### src/irl_pkg.sv
// shared constants and types for the interrupt, reset and low-power control ends
package irl_pkg;
	localparam int IRL_IRQ_W = 6;
	localparam int IRL_ADDR_W = 36;
	localparam int IRL_DATA_W = 64;
	localparam int IRL_BE_W = 8;
	localparam int IRL_PC_W = 64;
	// consecutive asserted cold-reset samples before the reset state
	localparam logic [3:0] IRL_COLD_MIN = 4'hc;
	localparam logic [IRL_PC_W-1:0] IRL_PC_STEP = 64'h4;
	localparam logic [IRL_BE_W-1:0] IRL_BE_IDLE = 8'hff;
	localparam logic IRL_STROBE_IDLE = 1'b1;
	localparam logic IRL_KIND_IDLE = 1'b1;
	localparam logic IRL_FLAG_RST = 1'b0;
	localparam logic IRL_ENDIAN_RST = 1'b1;

	typedef enum logic [2:0] {
		MODE_RUN,
		MODE_HALT_PEND,
		MODE_DOZE_PEND,
		MODE_HALT,
		MODE_DOZE
	} irl_mode_e;

	typedef enum logic [2:0] {
		OWN_CORE,
		OWN_XFER,
		OWN_HXFER,
		OWN_SNOOP,
		OWN_HSNOOP
	} irl_own_e;
endpackage : irl_pkg

### src/irl_if.sv
// pin bundle between the core control end and its interrupt, reset and bus-master partners
`timescale 1ns/100ps
`default_nettype none
interface irl_if;
	import irl_pkg::*;
	logic [IRL_IRQ_W-1:0] ext_irq_lines_n;
	logic nonmaskable_req_n;
	logic power_on_reset_n;
	logic warm_reset_n;
	logic byte_order_select;
	logic xfer_bus_req_n;
	logic hiprio_xfer_bus_req_n;
	logic snoop_bus_req_n;
	logic hiprio_snoop_bus_req_n;
	logic snoop_strobe_n;
	logic [IRL_ADDR_W-1:0] snoop_addr;
	logic xfer_bus_grant_n;
	logic hiprio_xfer_bus_grant_n;
	logic snoop_bus_grant_n;
	logic hiprio_snoop_bus_grant_n;
	logic bus_owned_n;
	logic [IRL_ADDR_W-1:0] addr_out;
	logic [IRL_DATA_W-1:0] wdata_out;
	logic [IRL_BE_W-1:0] byte_lane_en_n;
	logic read_strobe_n;
	logic write_strobe_n;
	logic cacheable_n;
	logic access_kind_flag;
	logic burst_n;
	logic burst_start_n;
	logic final_beat_n;
	logic stop_mode_flag;
	logic light_sleep_flag;

	modport dev (
		input ext_irq_lines_n, nonmaskable_req_n, power_on_reset_n, warm_reset_n, byte_order_select,
		input xfer_bus_req_n, hiprio_xfer_bus_req_n, snoop_bus_req_n, hiprio_snoop_bus_req_n,
		input snoop_strobe_n, snoop_addr,
		output xfer_bus_grant_n, hiprio_xfer_bus_grant_n, snoop_bus_grant_n, hiprio_snoop_bus_grant_n,
		output bus_owned_n, addr_out, wdata_out, byte_lane_en_n, read_strobe_n, write_strobe_n,
		output cacheable_n, access_kind_flag, burst_n, burst_start_n, final_beat_n,
		output stop_mode_flag, light_sleep_flag
	);
	modport host (
		output ext_irq_lines_n, nonmaskable_req_n, power_on_reset_n, warm_reset_n, byte_order_select,
		output xfer_bus_req_n, hiprio_xfer_bus_req_n, snoop_bus_req_n, hiprio_snoop_bus_req_n,
		output snoop_strobe_n, snoop_addr,
		input xfer_bus_grant_n, hiprio_xfer_bus_grant_n, snoop_bus_grant_n, hiprio_snoop_bus_grant_n,
		input bus_owned_n, addr_out, wdata_out, byte_lane_en_n, read_strobe_n, write_strobe_n,
		input cacheable_n, access_kind_flag, burst_n, burst_start_n, final_beat_n,
		input stop_mode_flag, light_sleep_flag
	);
endinterface : irl_if
`default_nettype wire

### src/irl_core_ctrl.sv
// core-side interrupt intake, cold reset, endian strap and halt/doze control
`timescale 1ns/100ps
`default_nettype none
module irl_core_ctrl
	import irl_pkg::*;
(
	input wire logic i_mclk,
	input wire logic i_srst,
	irl_if.dev bus,
	input wire logic i_sleep_exec,
	input wire logic [IRL_PC_W-1:0] i_sleep_pc,
	input wire logic i_lowpower_sel,
	input wire logic [IRL_IRQ_W-1:0] i_irq_mask,
	input wire logic i_global_irq_enable,
	input wire logic i_bus_busy,
	input wire logic i_wbuf_pending,
	input wire logic i_mem_rd,
	input wire logic i_mem_wr,
	input wire logic i_mem_cacheable,
	input wire logic i_mem_kind,
	input wire logic i_mem_burst,
	input wire logic i_mem_bstart,
	input wire logic i_mem_last,
	input wire logic [IRL_BE_W-1:0] i_mem_be,
	input wire logic [IRL_ADDR_W-1:0] i_mem_addr,
	input wire logic [IRL_DATA_W-1:0] i_mem_wdata,
	output logic o_irq_req,
	output logic [IRL_IRQ_W-1:0] o_irq_pending_field,
	output logic o_nmi_take,
	output logic o_warm_reset,
	output logic o_reset_exc,
	output logic o_core_init,
	output logic o_core_stop,
	output logic o_pipe_keep,
	output logic o_bus_abort,
	output logic o_big_endian,
	output logic o_wake,
	output logic o_wake_to_handler,
	output logic [IRL_PC_W-1:0] o_exception_return_pc,
	output logic o_snoop_inval,
	output logic [IRL_ADDR_W-1:0] o_snoop_addr
);
	typedef struct packed {
		irl_mode_e mode;
		irl_own_e own;
		logic in_rst;
		logic [3:0] cold_cnt;
		logic nmi_prev;
		logic nmi_pend;
		logic big_endian;
		logic irq_req;
		logic [IRL_IRQ_W-1:0] ip;
		logic rst_exc;
		logic nmi_take;
		logic abort;
		logic wake;
		logic wake_hdl;
		logic [IRL_PC_W-1:0] sleep_pc;
		logic [IRL_PC_W-1:0] exception_return_pc;
		logic snoop_inval;
		logic [IRL_ADDR_W-1:0] snoop_addr;
		logic [IRL_ADDR_W-1:0] addr;
		logic [IRL_DATA_W-1:0] wdata;
		logic [IRL_BE_W-1:0] be_n;
		logic rd_n;
		logic wr_n;
		logic cache_n;
		logic kind;
		logic burst_n;
		logic bstart_n;
		logic last_n;
	} irl_dev_s;

	irl_dev_s s_r;
	irl_dev_s s_nxt;
	logic [IRL_IRQ_W-1:0] irq_lvl;
	logic nmi_edge;
	logic cold;
	logic warm;
	logic snoop_ok;
	logic wake_any;
	logic to_handler;
	logic drive_ok;

	always_comb begin
		s_nxt = s_r;
		irq_lvl = ~bus.ext_irq_lines_n;
		cold = ~bus.power_on_reset_n;
		warm = ~bus.warm_reset_n;
		nmi_edge = s_r.nmi_prev & ~bus.nonmaskable_req_n;
		snoop_ok = (s_r.mode != MODE_HALT);
		wake_any = (|irq_lvl) | s_r.nmi_pend | nmi_edge | warm | cold;
		to_handler = s_r.nmi_pend | nmi_edge | warm | cold | ((|(irq_lvl & i_irq_mask)) & i_global_irq_enable);
		s_nxt.rst_exc = 1'b0;
		s_nxt.nmi_take = 1'b0;
		s_nxt.abort = 1'b0;
		s_nxt.wake = 1'b0;
		s_nxt.snoop_inval = 1'b0;
		s_nxt.nmi_prev = bus.nonmaskable_req_n;
		s_nxt.ip = irq_lvl;
		if (!cold) begin
			s_nxt.cold_cnt = 4'h0;
		end else if (s_r.cold_cnt != IRL_COLD_MIN) begin
			s_nxt.cold_cnt = s_r.cold_cnt + 4'h1;
		end
		s_nxt.irq_req = (s_r.mode == MODE_RUN) && !s_r.in_rst && (|(irq_lvl & i_irq_mask)) && i_global_irq_enable;
		if (s_r.mode == MODE_RUN && !s_r.in_rst && !i_bus_busy && s_r.own == OWN_CORE && s_r.nmi_pend) begin
			s_nxt.nmi_take = 1'b1;
			s_nxt.nmi_pend = 1'b0;
		end
		// ownership only handed over between bus ops
		case (s_r.own)
			OWN_CORE: begin
				if (!i_bus_busy && !s_r.in_rst) begin
					if (!bus.hiprio_snoop_bus_req_n && snoop_ok) begin
						s_nxt.own = OWN_HSNOOP;
					end else if (!bus.hiprio_xfer_bus_req_n) begin
						s_nxt.own = OWN_HXFER;
					end else if (!bus.snoop_bus_req_n && snoop_ok) begin
						s_nxt.own = OWN_SNOOP;
					end else if (!bus.xfer_bus_req_n) begin
						s_nxt.own = OWN_XFER;
					end
				end
			end
			OWN_XFER: begin
				if (bus.xfer_bus_req_n) begin
					s_nxt.own = OWN_CORE;
				end
			end
			OWN_HXFER: begin
				if (bus.hiprio_xfer_bus_req_n) begin
					s_nxt.own = OWN_CORE;
				end
			end
			OWN_SNOOP: begin
				if (bus.snoop_bus_req_n) begin
					s_nxt.own = OWN_CORE;
				end
			end
			OWN_HSNOOP: begin
				if (bus.hiprio_snoop_bus_req_n) begin
					s_nxt.own = OWN_CORE;
				end
			end
			default: begin
				s_nxt.own = OWN_CORE;
			end
		endcase
		if ((s_r.own == OWN_SNOOP || s_r.own == OWN_HSNOOP) && !bus.snoop_strobe_n) begin
			s_nxt.snoop_inval = 1'b1;
			s_nxt.snoop_addr = bus.snoop_addr;
		end
		case (s_r.mode)
			MODE_RUN: begin
				// no entry while a wake cause stands
				if (i_sleep_exec && !wake_any && !s_r.in_rst) begin
					s_nxt.sleep_pc = i_sleep_pc;
					s_nxt.mode = i_lowpower_sel ? MODE_DOZE_PEND : MODE_HALT_PEND;
				end
			end
			MODE_HALT_PEND, MODE_DOZE_PEND: begin
				// wait for op end and snoop master return
				if (wake_any) begin
					s_nxt.mode = MODE_RUN;
				end else if (!i_bus_busy && s_r.own != OWN_SNOOP && s_r.own != OWN_HSNOOP) begin
					s_nxt.mode = (s_r.mode == MODE_DOZE_PEND) ? MODE_DOZE : MODE_HALT;
				end
			end
			MODE_HALT, MODE_DOZE: begin
				if (wake_any) begin
					s_nxt.mode = MODE_RUN;
					s_nxt.wake = 1'b1;
					s_nxt.wake_hdl = to_handler;
					s_nxt.exception_return_pc = s_r.sleep_pc + IRL_PC_STEP;
				end
			end
			default: begin
				s_nxt.mode = MODE_RUN;
			end
		endcase
		if (nmi_edge) begin
			s_nxt.nmi_pend = 1'b1;
		end
		if (s_r.in_rst && !cold) begin
			s_nxt.in_rst = 1'b0;
			s_nxt.rst_exc = 1'b1;
			// strap taken on one edge only
			s_nxt.big_endian = bus.byte_order_select;
		end
		if (s_nxt.cold_cnt == IRL_COLD_MIN) begin
			s_nxt.in_rst = 1'b1;
			s_nxt.abort = i_bus_busy && !s_r.in_rst;
			s_nxt.own = OWN_CORE;
			s_nxt.mode = MODE_RUN;
			s_nxt.nmi_pend = 1'b0;
			s_nxt.irq_req = 1'b0;
			s_nxt.nmi_take = 1'b0;
		end
		// write buffer drains in low power
		drive_ok = !s_nxt.in_rst && s_nxt.own == OWN_CORE
			&& (s_r.mode == MODE_RUN || s_r.mode == MODE_HALT_PEND || s_r.mode == MODE_DOZE_PEND
			|| (i_mem_wr && i_wbuf_pending));
		// idle values in reset, under another master, and in halt or doze unless the write buffer drains
		if (drive_ok) begin
			s_nxt.addr = i_mem_addr;
			s_nxt.wdata = i_mem_wdata;
			s_nxt.be_n = ~i_mem_be;
			// only the write buffer may drain in halt or doze, never a read
			s_nxt.rd_n = ~i_mem_rd | (s_r.mode == MODE_HALT) | (s_r.mode == MODE_DOZE);
			s_nxt.wr_n = ~i_mem_wr;
			s_nxt.cache_n = ~i_mem_cacheable;
			s_nxt.kind = i_mem_kind;
			s_nxt.burst_n = ~i_mem_burst;
			s_nxt.bstart_n = ~i_mem_bstart;
			s_nxt.last_n = ~i_mem_last;
		end else begin
			s_nxt.be_n = IRL_BE_IDLE;
			s_nxt.rd_n = IRL_STROBE_IDLE;
			s_nxt.wr_n = IRL_STROBE_IDLE;
			s_nxt.cache_n = IRL_STROBE_IDLE;
			s_nxt.kind = IRL_KIND_IDLE;
			s_nxt.burst_n = IRL_STROBE_IDLE;
			s_nxt.bstart_n = IRL_STROBE_IDLE;
			s_nxt.last_n = IRL_STROBE_IDLE;
		end
	end

	// module reset puts the core in the reset state until cold reset is seen released
	always_ff @(posedge i_mclk) begin
		if (i_srst) begin
			s_r <= '0;
			s_r.mode <= MODE_RUN;
			s_r.own <= OWN_CORE;
			s_r.in_rst <= 1'b1;
			s_r.nmi_prev <= 1'b1;
			s_r.big_endian <= IRL_ENDIAN_RST;
			s_r.be_n <= IRL_BE_IDLE;
			s_r.rd_n <= IRL_STROBE_IDLE;
			s_r.wr_n <= IRL_STROBE_IDLE;
			s_r.cache_n <= IRL_STROBE_IDLE;
			s_r.kind <= IRL_KIND_IDLE;
			s_r.burst_n <= IRL_STROBE_IDLE;
			s_r.bstart_n <= IRL_STROBE_IDLE;
			s_r.last_n <= IRL_STROBE_IDLE;
		end else begin
			s_r <= s_nxt;
		end
	end

	assign bus.xfer_bus_grant_n = (s_r.own != OWN_XFER);
	assign bus.hiprio_xfer_bus_grant_n = (s_r.own != OWN_HXFER);
	assign bus.snoop_bus_grant_n = (s_r.own != OWN_SNOOP);
	assign bus.hiprio_snoop_bus_grant_n = (s_r.own != OWN_HSNOOP);
	assign bus.bus_owned_n = !(s_r.own == OWN_CORE && !s_r.in_rst);
	assign bus.addr_out = s_r.addr;
	assign bus.wdata_out = s_r.wdata;
	assign bus.byte_lane_en_n = s_r.be_n;
	assign bus.read_strobe_n = s_r.rd_n;
	assign bus.write_strobe_n = s_r.wr_n;
	assign bus.cacheable_n = s_r.cache_n;
	assign bus.access_kind_flag = s_r.kind;
	assign bus.burst_n = s_r.burst_n;
	assign bus.burst_start_n = s_r.bstart_n;
	assign bus.final_beat_n = s_r.last_n;
	assign bus.stop_mode_flag = (s_r.mode == MODE_HALT) && !s_r.in_rst;
	assign bus.light_sleep_flag = (s_r.mode == MODE_DOZE) && !s_r.in_rst;
	assign o_irq_req = s_r.irq_req;
	assign o_irq_pending_field = s_r.ip;
	assign o_nmi_take = s_r.nmi_take;
	assign o_warm_reset = ~bus.warm_reset_n;
	assign o_reset_exc = s_r.rst_exc;
	// control regs, caches, pipeline held in init
	assign o_core_init = s_r.in_rst;
	assign o_core_stop = s_r.in_rst || s_r.mode == MODE_HALT || s_r.mode == MODE_DOZE;
	assign o_pipe_keep = (s_r.mode == MODE_DOZE);
	assign o_bus_abort = s_r.abort;
	assign o_big_endian = s_r.big_endian;
	assign o_wake = s_r.wake;
	assign o_wake_to_handler = s_r.wake_hdl;
	assign o_exception_return_pc = s_r.exception_return_pc;
	assign o_snoop_inval = s_r.snoop_inval;
	assign o_snoop_addr = s_r.snoop_addr;
endmodule : irl_core_ctrl
`default_nettype wire

### src/flat_wrapper.sv
// flat-port wrapper written by rule: the top's interface ports become plain ports
module irl_core_ctrl_flat import irl_pkg::*;
  (i_mclk, i_srst, i_sleep_exec, i_sleep_pc, i_lowpower_sel, i_irq_mask, i_global_irq_enable, i_bus_busy, i_wbuf_pending, i_mem_rd, i_mem_wr, i_mem_cacheable, i_mem_kind, i_mem_burst, i_mem_bstart, i_mem_last, i_mem_be, i_mem_addr, i_mem_wdata, o_irq_req, o_irq_pending_field, o_nmi_take, o_warm_reset, o_reset_exc, o_core_init, o_core_stop, o_pipe_keep, o_bus_abort, o_big_endian, o_wake, o_wake_to_handler, o_exception_return_pc, o_snoop_inval, o_snoop_addr, bus_ext_irq_lines_n, bus_nonmaskable_req_n, bus_power_on_reset_n, bus_warm_reset_n, bus_byte_order_select, bus_xfer_bus_req_n, bus_hiprio_xfer_bus_req_n, bus_snoop_bus_req_n, bus_hiprio_snoop_bus_req_n, bus_snoop_strobe_n, bus_snoop_addr, bus_xfer_bus_grant_n, bus_hiprio_xfer_bus_grant_n, bus_snoop_bus_grant_n, bus_hiprio_snoop_bus_grant_n, bus_bus_owned_n, bus_addr_out, bus_wdata_out, bus_byte_lane_en_n, bus_read_strobe_n, bus_write_strobe_n, bus_cacheable_n, bus_access_kind_flag, bus_burst_n, bus_burst_start_n, bus_final_beat_n, bus_stop_mode_flag, bus_light_sleep_flag);
  irl_if bus_i ();
  input wire logic i_mclk;
  input wire logic i_srst;
  input wire logic i_sleep_exec;
  input wire logic [IRL_PC_W-1:0] i_sleep_pc;
  input wire logic i_lowpower_sel;
  input wire logic [IRL_IRQ_W-1:0] i_irq_mask;
  input wire logic i_global_irq_enable;
  input wire logic i_bus_busy;
  input wire logic i_wbuf_pending;
  input wire logic i_mem_rd;
  input wire logic i_mem_wr;
  input wire logic i_mem_cacheable;
  input wire logic i_mem_kind;
  input wire logic i_mem_burst;
  input wire logic i_mem_bstart;
  input wire logic i_mem_last;
  input wire logic [IRL_BE_W-1:0] i_mem_be;
  input wire logic [IRL_ADDR_W-1:0] i_mem_addr;
  input wire logic [IRL_DATA_W-1:0] i_mem_wdata;
  output logic o_irq_req;
  output logic [IRL_IRQ_W-1:0] o_irq_pending_field;
  output logic o_nmi_take;
  output logic o_warm_reset;
  output logic o_reset_exc;
  output logic o_core_init;
  output logic o_core_stop;
  output logic o_pipe_keep;
  output logic o_bus_abort;
  output logic o_big_endian;
  output logic o_wake;
  output logic o_wake_to_handler;
  output logic [IRL_PC_W-1:0] o_exception_return_pc;
  output logic o_snoop_inval;
  output logic [IRL_ADDR_W-1:0] o_snoop_addr;
  input wire logic [$bits(bus_i.ext_irq_lines_n)-1:0] bus_ext_irq_lines_n;
  input wire logic [$bits(bus_i.nonmaskable_req_n)-1:0] bus_nonmaskable_req_n;
  input wire logic [$bits(bus_i.power_on_reset_n)-1:0] bus_power_on_reset_n;
  input wire logic [$bits(bus_i.warm_reset_n)-1:0] bus_warm_reset_n;
  input wire logic [$bits(bus_i.byte_order_select)-1:0] bus_byte_order_select;
  input wire logic [$bits(bus_i.xfer_bus_req_n)-1:0] bus_xfer_bus_req_n;
  input wire logic [$bits(bus_i.hiprio_xfer_bus_req_n)-1:0] bus_hiprio_xfer_bus_req_n;
  input wire logic [$bits(bus_i.snoop_bus_req_n)-1:0] bus_snoop_bus_req_n;
  input wire logic [$bits(bus_i.hiprio_snoop_bus_req_n)-1:0] bus_hiprio_snoop_bus_req_n;
  input wire logic [$bits(bus_i.snoop_strobe_n)-1:0] bus_snoop_strobe_n;
  input wire logic [$bits(bus_i.snoop_addr)-1:0] bus_snoop_addr;
  output wire logic [$bits(bus_i.xfer_bus_grant_n)-1:0] bus_xfer_bus_grant_n;
  output wire logic [$bits(bus_i.hiprio_xfer_bus_grant_n)-1:0] bus_hiprio_xfer_bus_grant_n;
  output wire logic [$bits(bus_i.snoop_bus_grant_n)-1:0] bus_snoop_bus_grant_n;
  output wire logic [$bits(bus_i.hiprio_snoop_bus_grant_n)-1:0] bus_hiprio_snoop_bus_grant_n;
  output wire logic [$bits(bus_i.bus_owned_n)-1:0] bus_bus_owned_n;
  output wire logic [$bits(bus_i.addr_out)-1:0] bus_addr_out;
  output wire logic [$bits(bus_i.wdata_out)-1:0] bus_wdata_out;
  output wire logic [$bits(bus_i.byte_lane_en_n)-1:0] bus_byte_lane_en_n;
  output wire logic [$bits(bus_i.read_strobe_n)-1:0] bus_read_strobe_n;
  output wire logic [$bits(bus_i.write_strobe_n)-1:0] bus_write_strobe_n;
  output wire logic [$bits(bus_i.cacheable_n)-1:0] bus_cacheable_n;
  output wire logic [$bits(bus_i.access_kind_flag)-1:0] bus_access_kind_flag;
  output wire logic [$bits(bus_i.burst_n)-1:0] bus_burst_n;
  output wire logic [$bits(bus_i.burst_start_n)-1:0] bus_burst_start_n;
  output wire logic [$bits(bus_i.final_beat_n)-1:0] bus_final_beat_n;
  output wire logic [$bits(bus_i.stop_mode_flag)-1:0] bus_stop_mode_flag;
  output wire logic [$bits(bus_i.light_sleep_flag)-1:0] bus_light_sleep_flag;
  assign bus_i.ext_irq_lines_n = bus_ext_irq_lines_n;
  assign bus_i.nonmaskable_req_n = bus_nonmaskable_req_n;
  assign bus_i.power_on_reset_n = bus_power_on_reset_n;
  assign bus_i.warm_reset_n = bus_warm_reset_n;
  assign bus_i.byte_order_select = bus_byte_order_select;
  assign bus_i.xfer_bus_req_n = bus_xfer_bus_req_n;
  assign bus_i.hiprio_xfer_bus_req_n = bus_hiprio_xfer_bus_req_n;
  assign bus_i.snoop_bus_req_n = bus_snoop_bus_req_n;
  assign bus_i.hiprio_snoop_bus_req_n = bus_hiprio_snoop_bus_req_n;
  assign bus_i.snoop_strobe_n = bus_snoop_strobe_n;
  assign bus_i.snoop_addr = bus_snoop_addr;
  assign bus_xfer_bus_grant_n = bus_i.xfer_bus_grant_n;
  assign bus_hiprio_xfer_bus_grant_n = bus_i.hiprio_xfer_bus_grant_n;
  assign bus_snoop_bus_grant_n = bus_i.snoop_bus_grant_n;
  assign bus_hiprio_snoop_bus_grant_n = bus_i.hiprio_snoop_bus_grant_n;
  assign bus_bus_owned_n = bus_i.bus_owned_n;
  assign bus_addr_out = bus_i.addr_out;
  assign bus_wdata_out = bus_i.wdata_out;
  assign bus_byte_lane_en_n = bus_i.byte_lane_en_n;
  assign bus_read_strobe_n = bus_i.read_strobe_n;
  assign bus_write_strobe_n = bus_i.write_strobe_n;
  assign bus_cacheable_n = bus_i.cacheable_n;
  assign bus_access_kind_flag = bus_i.access_kind_flag;
  assign bus_burst_n = bus_i.burst_n;
  assign bus_burst_start_n = bus_i.burst_start_n;
  assign bus_final_beat_n = bus_i.final_beat_n;
  assign bus_stop_mode_flag = bus_i.stop_mode_flag;
  assign bus_light_sleep_flag = bus_i.light_sleep_flag;
  irl_core_ctrl u_core (.i_mclk(i_mclk), .i_srst(i_srst), .bus(bus_i), .i_sleep_exec(i_sleep_exec), .i_sleep_pc(i_sleep_pc), .i_lowpower_sel(i_lowpower_sel), .i_irq_mask(i_irq_mask), .i_global_irq_enable(i_global_irq_enable), .i_bus_busy(i_bus_busy), .i_wbuf_pending(i_wbuf_pending), .i_mem_rd(i_mem_rd), .i_mem_wr(i_mem_wr), .i_mem_cacheable(i_mem_cacheable), .i_mem_kind(i_mem_kind), .i_mem_burst(i_mem_burst), .i_mem_bstart(i_mem_bstart), .i_mem_last(i_mem_last), .i_mem_be(i_mem_be), .i_mem_addr(i_mem_addr), .i_mem_wdata(i_mem_wdata), .o_irq_req(o_irq_req), .o_irq_pending_field(o_irq_pending_field), .o_nmi_take(o_nmi_take), .o_warm_reset(o_warm_reset), .o_reset_exc(o_reset_exc), .o_core_init(o_core_init), .o_core_stop(o_core_stop), .o_pipe_keep(o_pipe_keep), .o_bus_abort(o_bus_abort), .o_big_endian(o_big_endian), .o_wake(o_wake), .o_wake_to_handler(o_wake_to_handler), .o_exception_return_pc(o_exception_return_pc), .o_snoop_inval(o_snoop_inval), .o_snoop_addr(o_snoop_addr));
endmodule
### config.mk
export PLATFORM = sky130hd
export DESIGN_NAME = irl_core_ctrl_flat
export DESIGN_NICKNAME = d
export VERILOG_FILES = /design/src/irl_pkg.sv /design/src/irl_if.sv /design/src/irl_core_ctrl.sv /design/src/flat_wrapper.sv
export SDC_FILE = /design/constraint.sdc
export NUM_CORES = 1
export LEC_CHECK = 0
export ABC_AREA = 1
export BUFFER_PORTS_ARGS = -buffer_cell sky130_fd_sc_hd__buf_2
export CORE_AREA = 2 2 190 192
export DETAILED_ROUTE_END_ITERATION = 16
export DIE_AREA = 0 0 192 194
export GPL_ROUTABILITY_DRIVEN = 0
export HOLD_SLACK_MARGIN = 0.03
export MAX_ROUTING_LAYER = met4
export PLACE_DENSITY = 0.74
export SKIP_CTS_REPAIR_TIMING = 1
export SLEW_MARGIN = 5
export SYNTH_ARGS = -nofsm -noshare
export SYNTH_HDL_FRONTEND = slang
export SYNTH_SLANG_ARGS = --single-unit
### constraint.sdc
create_clock -name i_mclk -period 2.4 [get_ports i_mclk]
set_input_delay 0.12 -clock i_mclk [delete_from_list [all_inputs] [get_ports i_mclk]]
set_output_delay 0.12 -clock i_mclk [all_outputs]
set_load 0.02 [all_outputs]
# Yosys cells after proc, flatten, opt, wreduce, memory -nomap -nowiden
# Cells that the tools add are included.
[word_totals] regBits=306 inputBits=243 out_inout_bits=240 word_cells=153
[op_classes] add_sub_neg=2 n_eq_ne=18 n_mux=27 n_bitwise=27 reduce_logical=51
[ops] cell="$add A64 B3 Y64 const B" count=1
[ops] cell="$mux W3" count=14
[ops] cell="$mux W37" count=1
[ops] cell="$logic_and A1 B1 Y1" count=22
[ops] cell="$pmux W3 S5" count=1
[ops] cell="$eq A3 B2 Y1 const B" count=4
[ops] cell="$mux W4" count=3
[ops] cell="$not A1 Y1" count=12
[ops] cell="$reduce_or A2 Y1" count=6
[ops] cell="$reduce_or A6 Y1" count=2
[ops] cell="$or A1 B1 Y1" count=10
[ops] cell="$logic_not A3 Y1" count=3
[ops] cell="$ne A3 B2 Y1 const B" count=3
[ops] cell="$pmux W3 S3" count=1
[ops] cell="$logic_not A1 Y1" count=8
[ops] cell="$not A8 Y8" count=1
[ops] cell="$and A6 B6 Y6" count=1
[ops] cell="$eq A3 B1 Y1 const B" count=2
[ops] cell="$eq A3 B3 Y1 const B" count=2
[ops] cell="$logic_or A1 B1 Y1" count=6
[ops] cell="$ne A3 B1 Y1 const B" count=2
[ops] cell="$not A6 Y6" count=1
[ops] cell="$mux W1" count=5
[ops] cell="$add A4 B1 Y4 const B" count=1
[ops] cell="other kinds (9)" count=13

# Longest topological paths before layout
[depth] depth_word=13 depth_mapped=15 depth_no_buf=14

# Worst setup path after synthesis
# No wires, ideal clock.
[synth_path] kind="register to register" from="reg u_core.s_r (netlist bit u_core.o_core_init)" to="reg u_core.s_r (netlist bit u_core.bus.addr_out[35])" setup_time_ps=113 arrival_ps=1827 required_ps=2287 setup_slack_ps=460 stages_incl_launch_ff=13 n_path_buf=3 period_less_slack_ps=1940 cell_sequence="dfxtp_1 buf_2 inv_1 nand2_1 nor2_1 nand2_1 nand2_1 nor3_1 clkbuf_1 buf_2 nand4_1 nand2_1 nor2_1"
[synth_via] elab_chain_cells=8 word_cells_on_any_way=11 classes_between="4 x mux; 7 x reduce/logical"
[synth_rtl] element="start, declared" line_no="irl_core_ctrl.sv:74" source="irl_dev_s s_r;"
[synth_rtl] element="start signal, assigned" line_no="irl_core_ctrl.sv:247" source="s_r <= s_nxt;"
[synth_rtl] element="$logic_not A1 Y1" line_no="irl_core_ctrl.sv:114" source="if (!i_bus_busy && !s_r.in_rst) begin"
[synth_rtl] element="$logic_and A1 B1 Y1" line_no="irl_core_ctrl.sv:114"
[synth_rtl] element="$mux W3" line_no="irl_core_ctrl.sv:114"
[synth_rtl] element="$pmux W3 S5" line_no="irl_core_ctrl.sv:112" source="case (s_r.own)"
[synth_rtl] element="$mux W4 (*)" line_no="irl_core_ctrl.sv:191" source="if (s_nxt.cold_cnt == IRL_COLD_MIN) begin"
[synth_rtl] element="$logic_not A3 Y1" line_no="irl_core_ctrl.sv:201" source="drive_ok = !s_nxt.in_rst && s_nxt.own == OWN_CORE"
[synth_rtl] element="$logic_and A1 B1 Y1 (*)" line_no="irl_core_ctrl.sv:201"
[synth_rtl] element="$logic_and A1 B1 Y1 (*)" line_no="irl_core_ctrl.sv:202" source="&& (s_r.mode == MODE_RUN || s_r.mode == MODE_HALT_PEND || s_r.mode == MODE_DOZE_PEND"
# Every way passes the cells marked *; elsewhere a longest branch is shown, timed or not.
# A chain may end at the register's enable or synchronous reset.

# Final worst setup path
[layout_path] from="reg u_core.s_r[295] (netlist bit)" to="reg u_core.s_r (netlist bit u_core.bus.wdata_out[2])"
[layout_via] elab_chain_cells=8 word_cells_on_any_way=10 classes_between="1 x add/sub; 2 x eq/ne; 3 x mux; 4 x reduce/logical"
[layout_rtl] element="$add A4 B1 Y4 or $ne A4 B4 Y1 (tied branches)" line_no="irl_core_ctrl.sv:104, irl_core_ctrl.sv:103"
[layout_rtl] element="$mux W4 (*)" line_no="irl_core_ctrl.sv:103" source="end else if (s_r.cold_cnt != IRL_COLD_MIN) begin"
[layout_rtl] element="$mux W4 (*)" line_no="irl_core_ctrl.sv:101" source="if (!cold) begin"
[layout_rtl] element="$eq A4 B4 Y1 (*)" line_no="irl_core_ctrl.sv:191"
[layout_rtl] element="$mux W4 (*)" line_no="irl_core_ctrl.sv:191"
[layout_rtl] element="$logic_not A3 Y1 or $logic_not A1 Y1 (tied branches)" line_no="irl_core_ctrl.sv:201"
[layout_rtl] element="$logic_and A1 B1 Y1 (*)" line_no="irl_core_ctrl.sv:201"
[layout_rtl] element="$logic_and A1 B1 Y1 (*)" line_no="irl_core_ctrl.sv:202"
# Marks and branches as above.

==> impl_metrics.toml <==
[synthesis]
synth_warnings = 0
synth_top_area_share_pct = 40.3
synth.area.top_cells = "dfxtp_1 40%, nor2_1 11%, buf_4 11%, nand2_1 7.3%, inv_1 6.5%"
ys_types = 34
synth_nets = 2441
synth_edf_count = 0
synthCells = 2195
synth-seq-cells = 306
synth_seq_area_share_pct = 40.3
synth_flop_cell = "dfxtp_1"
yosys.area.top_type = "dfxtp_1"
syn_avg_cell_area_um2 = 6.93
syn_area_mm2 = 0.0152
synth-async-reset-ratio_pct = 0

[power]
peakVddDrop_mv = 0.651
p_leak_nw = 9.75
p_sw_mw = 7.09
comb_power_share_pct = 35.8
p_int_mw = 11.7
p_seq_share_pct = 35.2
clock_power_share_pct = 29.0
switching_share_pct = 37.7
power_density_mw_per_mm2 = 932

[global_routing]
grt_max_degree = 101
grt-ovfl-total = 0
grtUsageTotal_pct = 24.9
grt_pass1_wl_um = 72000
grt_pass1_vias = 13661
antenna_found_initial = 3

[die]
core_area_mm2 = 0.0352
start_util_pct = 43.2
die-area_mm2 = 0.0372
ios = 483
die_w_um = 192
fp.dieH_um = 194
std_cell_rows = 69

[worst_setup_path]
r2r_setup_slack_ns = 0.12
crit_fanout = 28
cp_cell_sequence = "inv_1, ha_1, nand3_1, nand2_1, nand3_1, nand2_1, nor2_4, inv_2, nand2_4, nand2_2, nor2_4, buf_12, buf_12, nor2_1, nor2_1"
rr_endpoint = "u_core.bus.wdata_out[2]"
crit_buf_inv = 4
reg2reg_depth = 15
reg2reg_from = "u_core.s_r[295]"
slowest_stage = "dfxtp_2"
path_class = "reg2reg"
startpoint_type = "register"
required_ns = 2.85
max_stage_delay_ns = 0.35
arrival_ns = 2.74
setup.worst_path.end_class = "register"
crit_family = "simple AND/OR/NAND/NOR gates"

[clock_network]
cts_tree = "yes"
cts.sinks = 306
htreeDepth = 2
clk_latency_ns = 0.53
clockRootBuffer = "clkbuf_16"
clockBufferDepth = 3
cts.reportedPaths.clkPinSlew_ns = 0.06
cts_made_buffers = 36

[placed_design]
place_ws_ns = 0.0371
dp_hpwl_um = 35500
portBuffers = 482

[routing]
via_count = 16342
drt-pass1-iter-count = 6
vias_per_cell = 5.18
ant_nets = 0
wl_um = 53700
drc = 0
wl_per_cell_um = 17.0
first_iter_violations = 1707

[status]
violations = "negative hold slack"
status = "finished with violations"

[min_path]
hold_end = "u_core.s_r[225]"
hp-start = "i_sleep_pc[9]"
hold_path_class = "in2reg"
whs_path_depth = 3

[timing]
report.final.slew_viol_count = 0
setup_viol = 0
fin_crit_sh_pct = 95.2
worst_hold_slack_ns = -0.0249
tightestPinTransition_ns = 0.667
hold_viol_final = 4
setup_slack_ns = 0.116
setup_tns_ns = 0
max_freq_ghz = 0.438
period_needed_ns = 2.28
fin_skew_ns = 0.0211
slew_headroom_pct = 55.2

[flow_run]
maxCapViolCount = 0

[final_layout]
nFillCells = 2997
drive_gt1_share_pct = 22.4
nNetsFinal = 2912
fin_util_pct = 57.4
syn_to_final_growth_pct = 32.9
layout_common_cells = "482 x buf_2, 433 x nor2_1, 305 x dfxtp_1"
layout_commonest_cell = "buf_2"
worst max-delay path by stage:
stage	from	end	slack, ns	depth (start not counted)
6_report	u_core.s_r[295]	u_core.bus.wdata_out[2]	0.12	15
5_1_grt	u_core.s_r[295]	u_core.bus.wdata_out[2]	-0.17	15
4_1_cts	u_core.s_r[295]	u_core.bus.wdata_out[38]	0.02	15
3_5_place_dp	u_core.s_r[295]	u_core.bus.wdata_out[38]	0.04	15
3_3_place_gp	u_core.s_r[295]	u_core.bus.wdata_out[37]	0.16	15
2_1_floorplan	u_core.o_core_init	u_core.bus.addr_out[35]	0.46	12
area by class of cell:
class | count | area (um2) | area share (%)
Timing Repair Buffer | 756 | 5300 | 26.2
Sequential cell | 306 | 6130 | 30.3
Multi-Input combinational cell | 1298 | 6030 | 29.9
Tap cell | 461 | 577 | 2.85
Inverter | 268 | 1010 | 5.00
Clock inverter | 12 | 148 | 0.731
Clock buffer | 51 | 1010 | 4.99
Antenna cell | 3 | 7.51 | 0.0372
power by group through the flow:
| stage | Sequential [mW] | Combinational, mW | Clock, mW |
|---|---|---|---|
| after floorplan | 6.58 | 5.13 | 0 |
| after global placement | 6.66 | 6.00 | 0 |
| after detailed placement | 6.70 | 6.10 | 0 |
| after CTS | 6.59 | 6.13 | 5.52 |
| after global routing | 6.72 | 7.32 | 5.73 |
| final | 6.63 | 6.74 | 5.45 |
metrics by stage:
stage | hold slack (ns) | instance area (um2) | cells | total power, mW
global placement | 0.289 | 16700 | 2863 | 12.7
finish | -0.0249 | 20200 | 3155 | 18.8
floorplan | 0.189 | 15200 | 2195 | 11.7
CTS | -0.258 | 17900 | 2926 | 18.2
global route | 0.0248 | 20200 | 3155 | 19.8
detailed placement | 0.289 | 16700 | 2863 | 12.8
synth_stat cells (8+ instances only):
cell type and n:
nor2_1 434, dfxtp_1 306, nand2_1 296, inv_1 264, buf_4 215, o21ai_0 139
nand4_1 130, a21oi_1 89, nand3_1 79, clkbuf_1 53, buf_2 45, nor3_1 38
xor2_1 30, o211ai_1 17, buf_1 10, o21ai_1 10, nor4_1 8
registers in the layout (all words and copies together), names as in the netlist, 6 cells and up:
name                          count
u_core.bus.wdata_out             64
u_core.o_snoop_addr              36
u_core.o_irq_pending_field        6
u_core.s_r                       76
u_core.bus.addr_out              36
u_core.o_exception_return_pc     64
u_core.bus.byte_lane_en_n         8
routing by layer:
layer  track usage (%)  routed length [um]
met1              29.0               19700
met2              40.8               25600
met3              5.01                5390
met4              12.4                3080
met5                 -                   0
cell families (layout without fill, tap and decap cells):
family | Yosys count | in the layout | share of synthesized area (%)
flip-flops | 306 | 306 | 40.3
other | 0 | 3 | 0
adder cells (fa/ha/maj) | 3 | 3 | 0.247
AND/OR/NAND/NOR | 998 | 998 | 28.2
buffers and inverters | 591 | 1087 | 20.3
AO/OA/AOI/OAI | 266 | 266 | 9.19
XOR/XNOR | 31 | 31 | 1.79
worst register-to-register path, delay by kind of cell (launching register included):
family | cells | cell delay (ns)
DFF | 1 | 0.35
adders and majority gates | 1 | 0.22
buffers and inverters | 4 | 0.54
and+or+nand+nor | 10 | 1.11
Note: power is estimated with default switching activity, not from simulation.
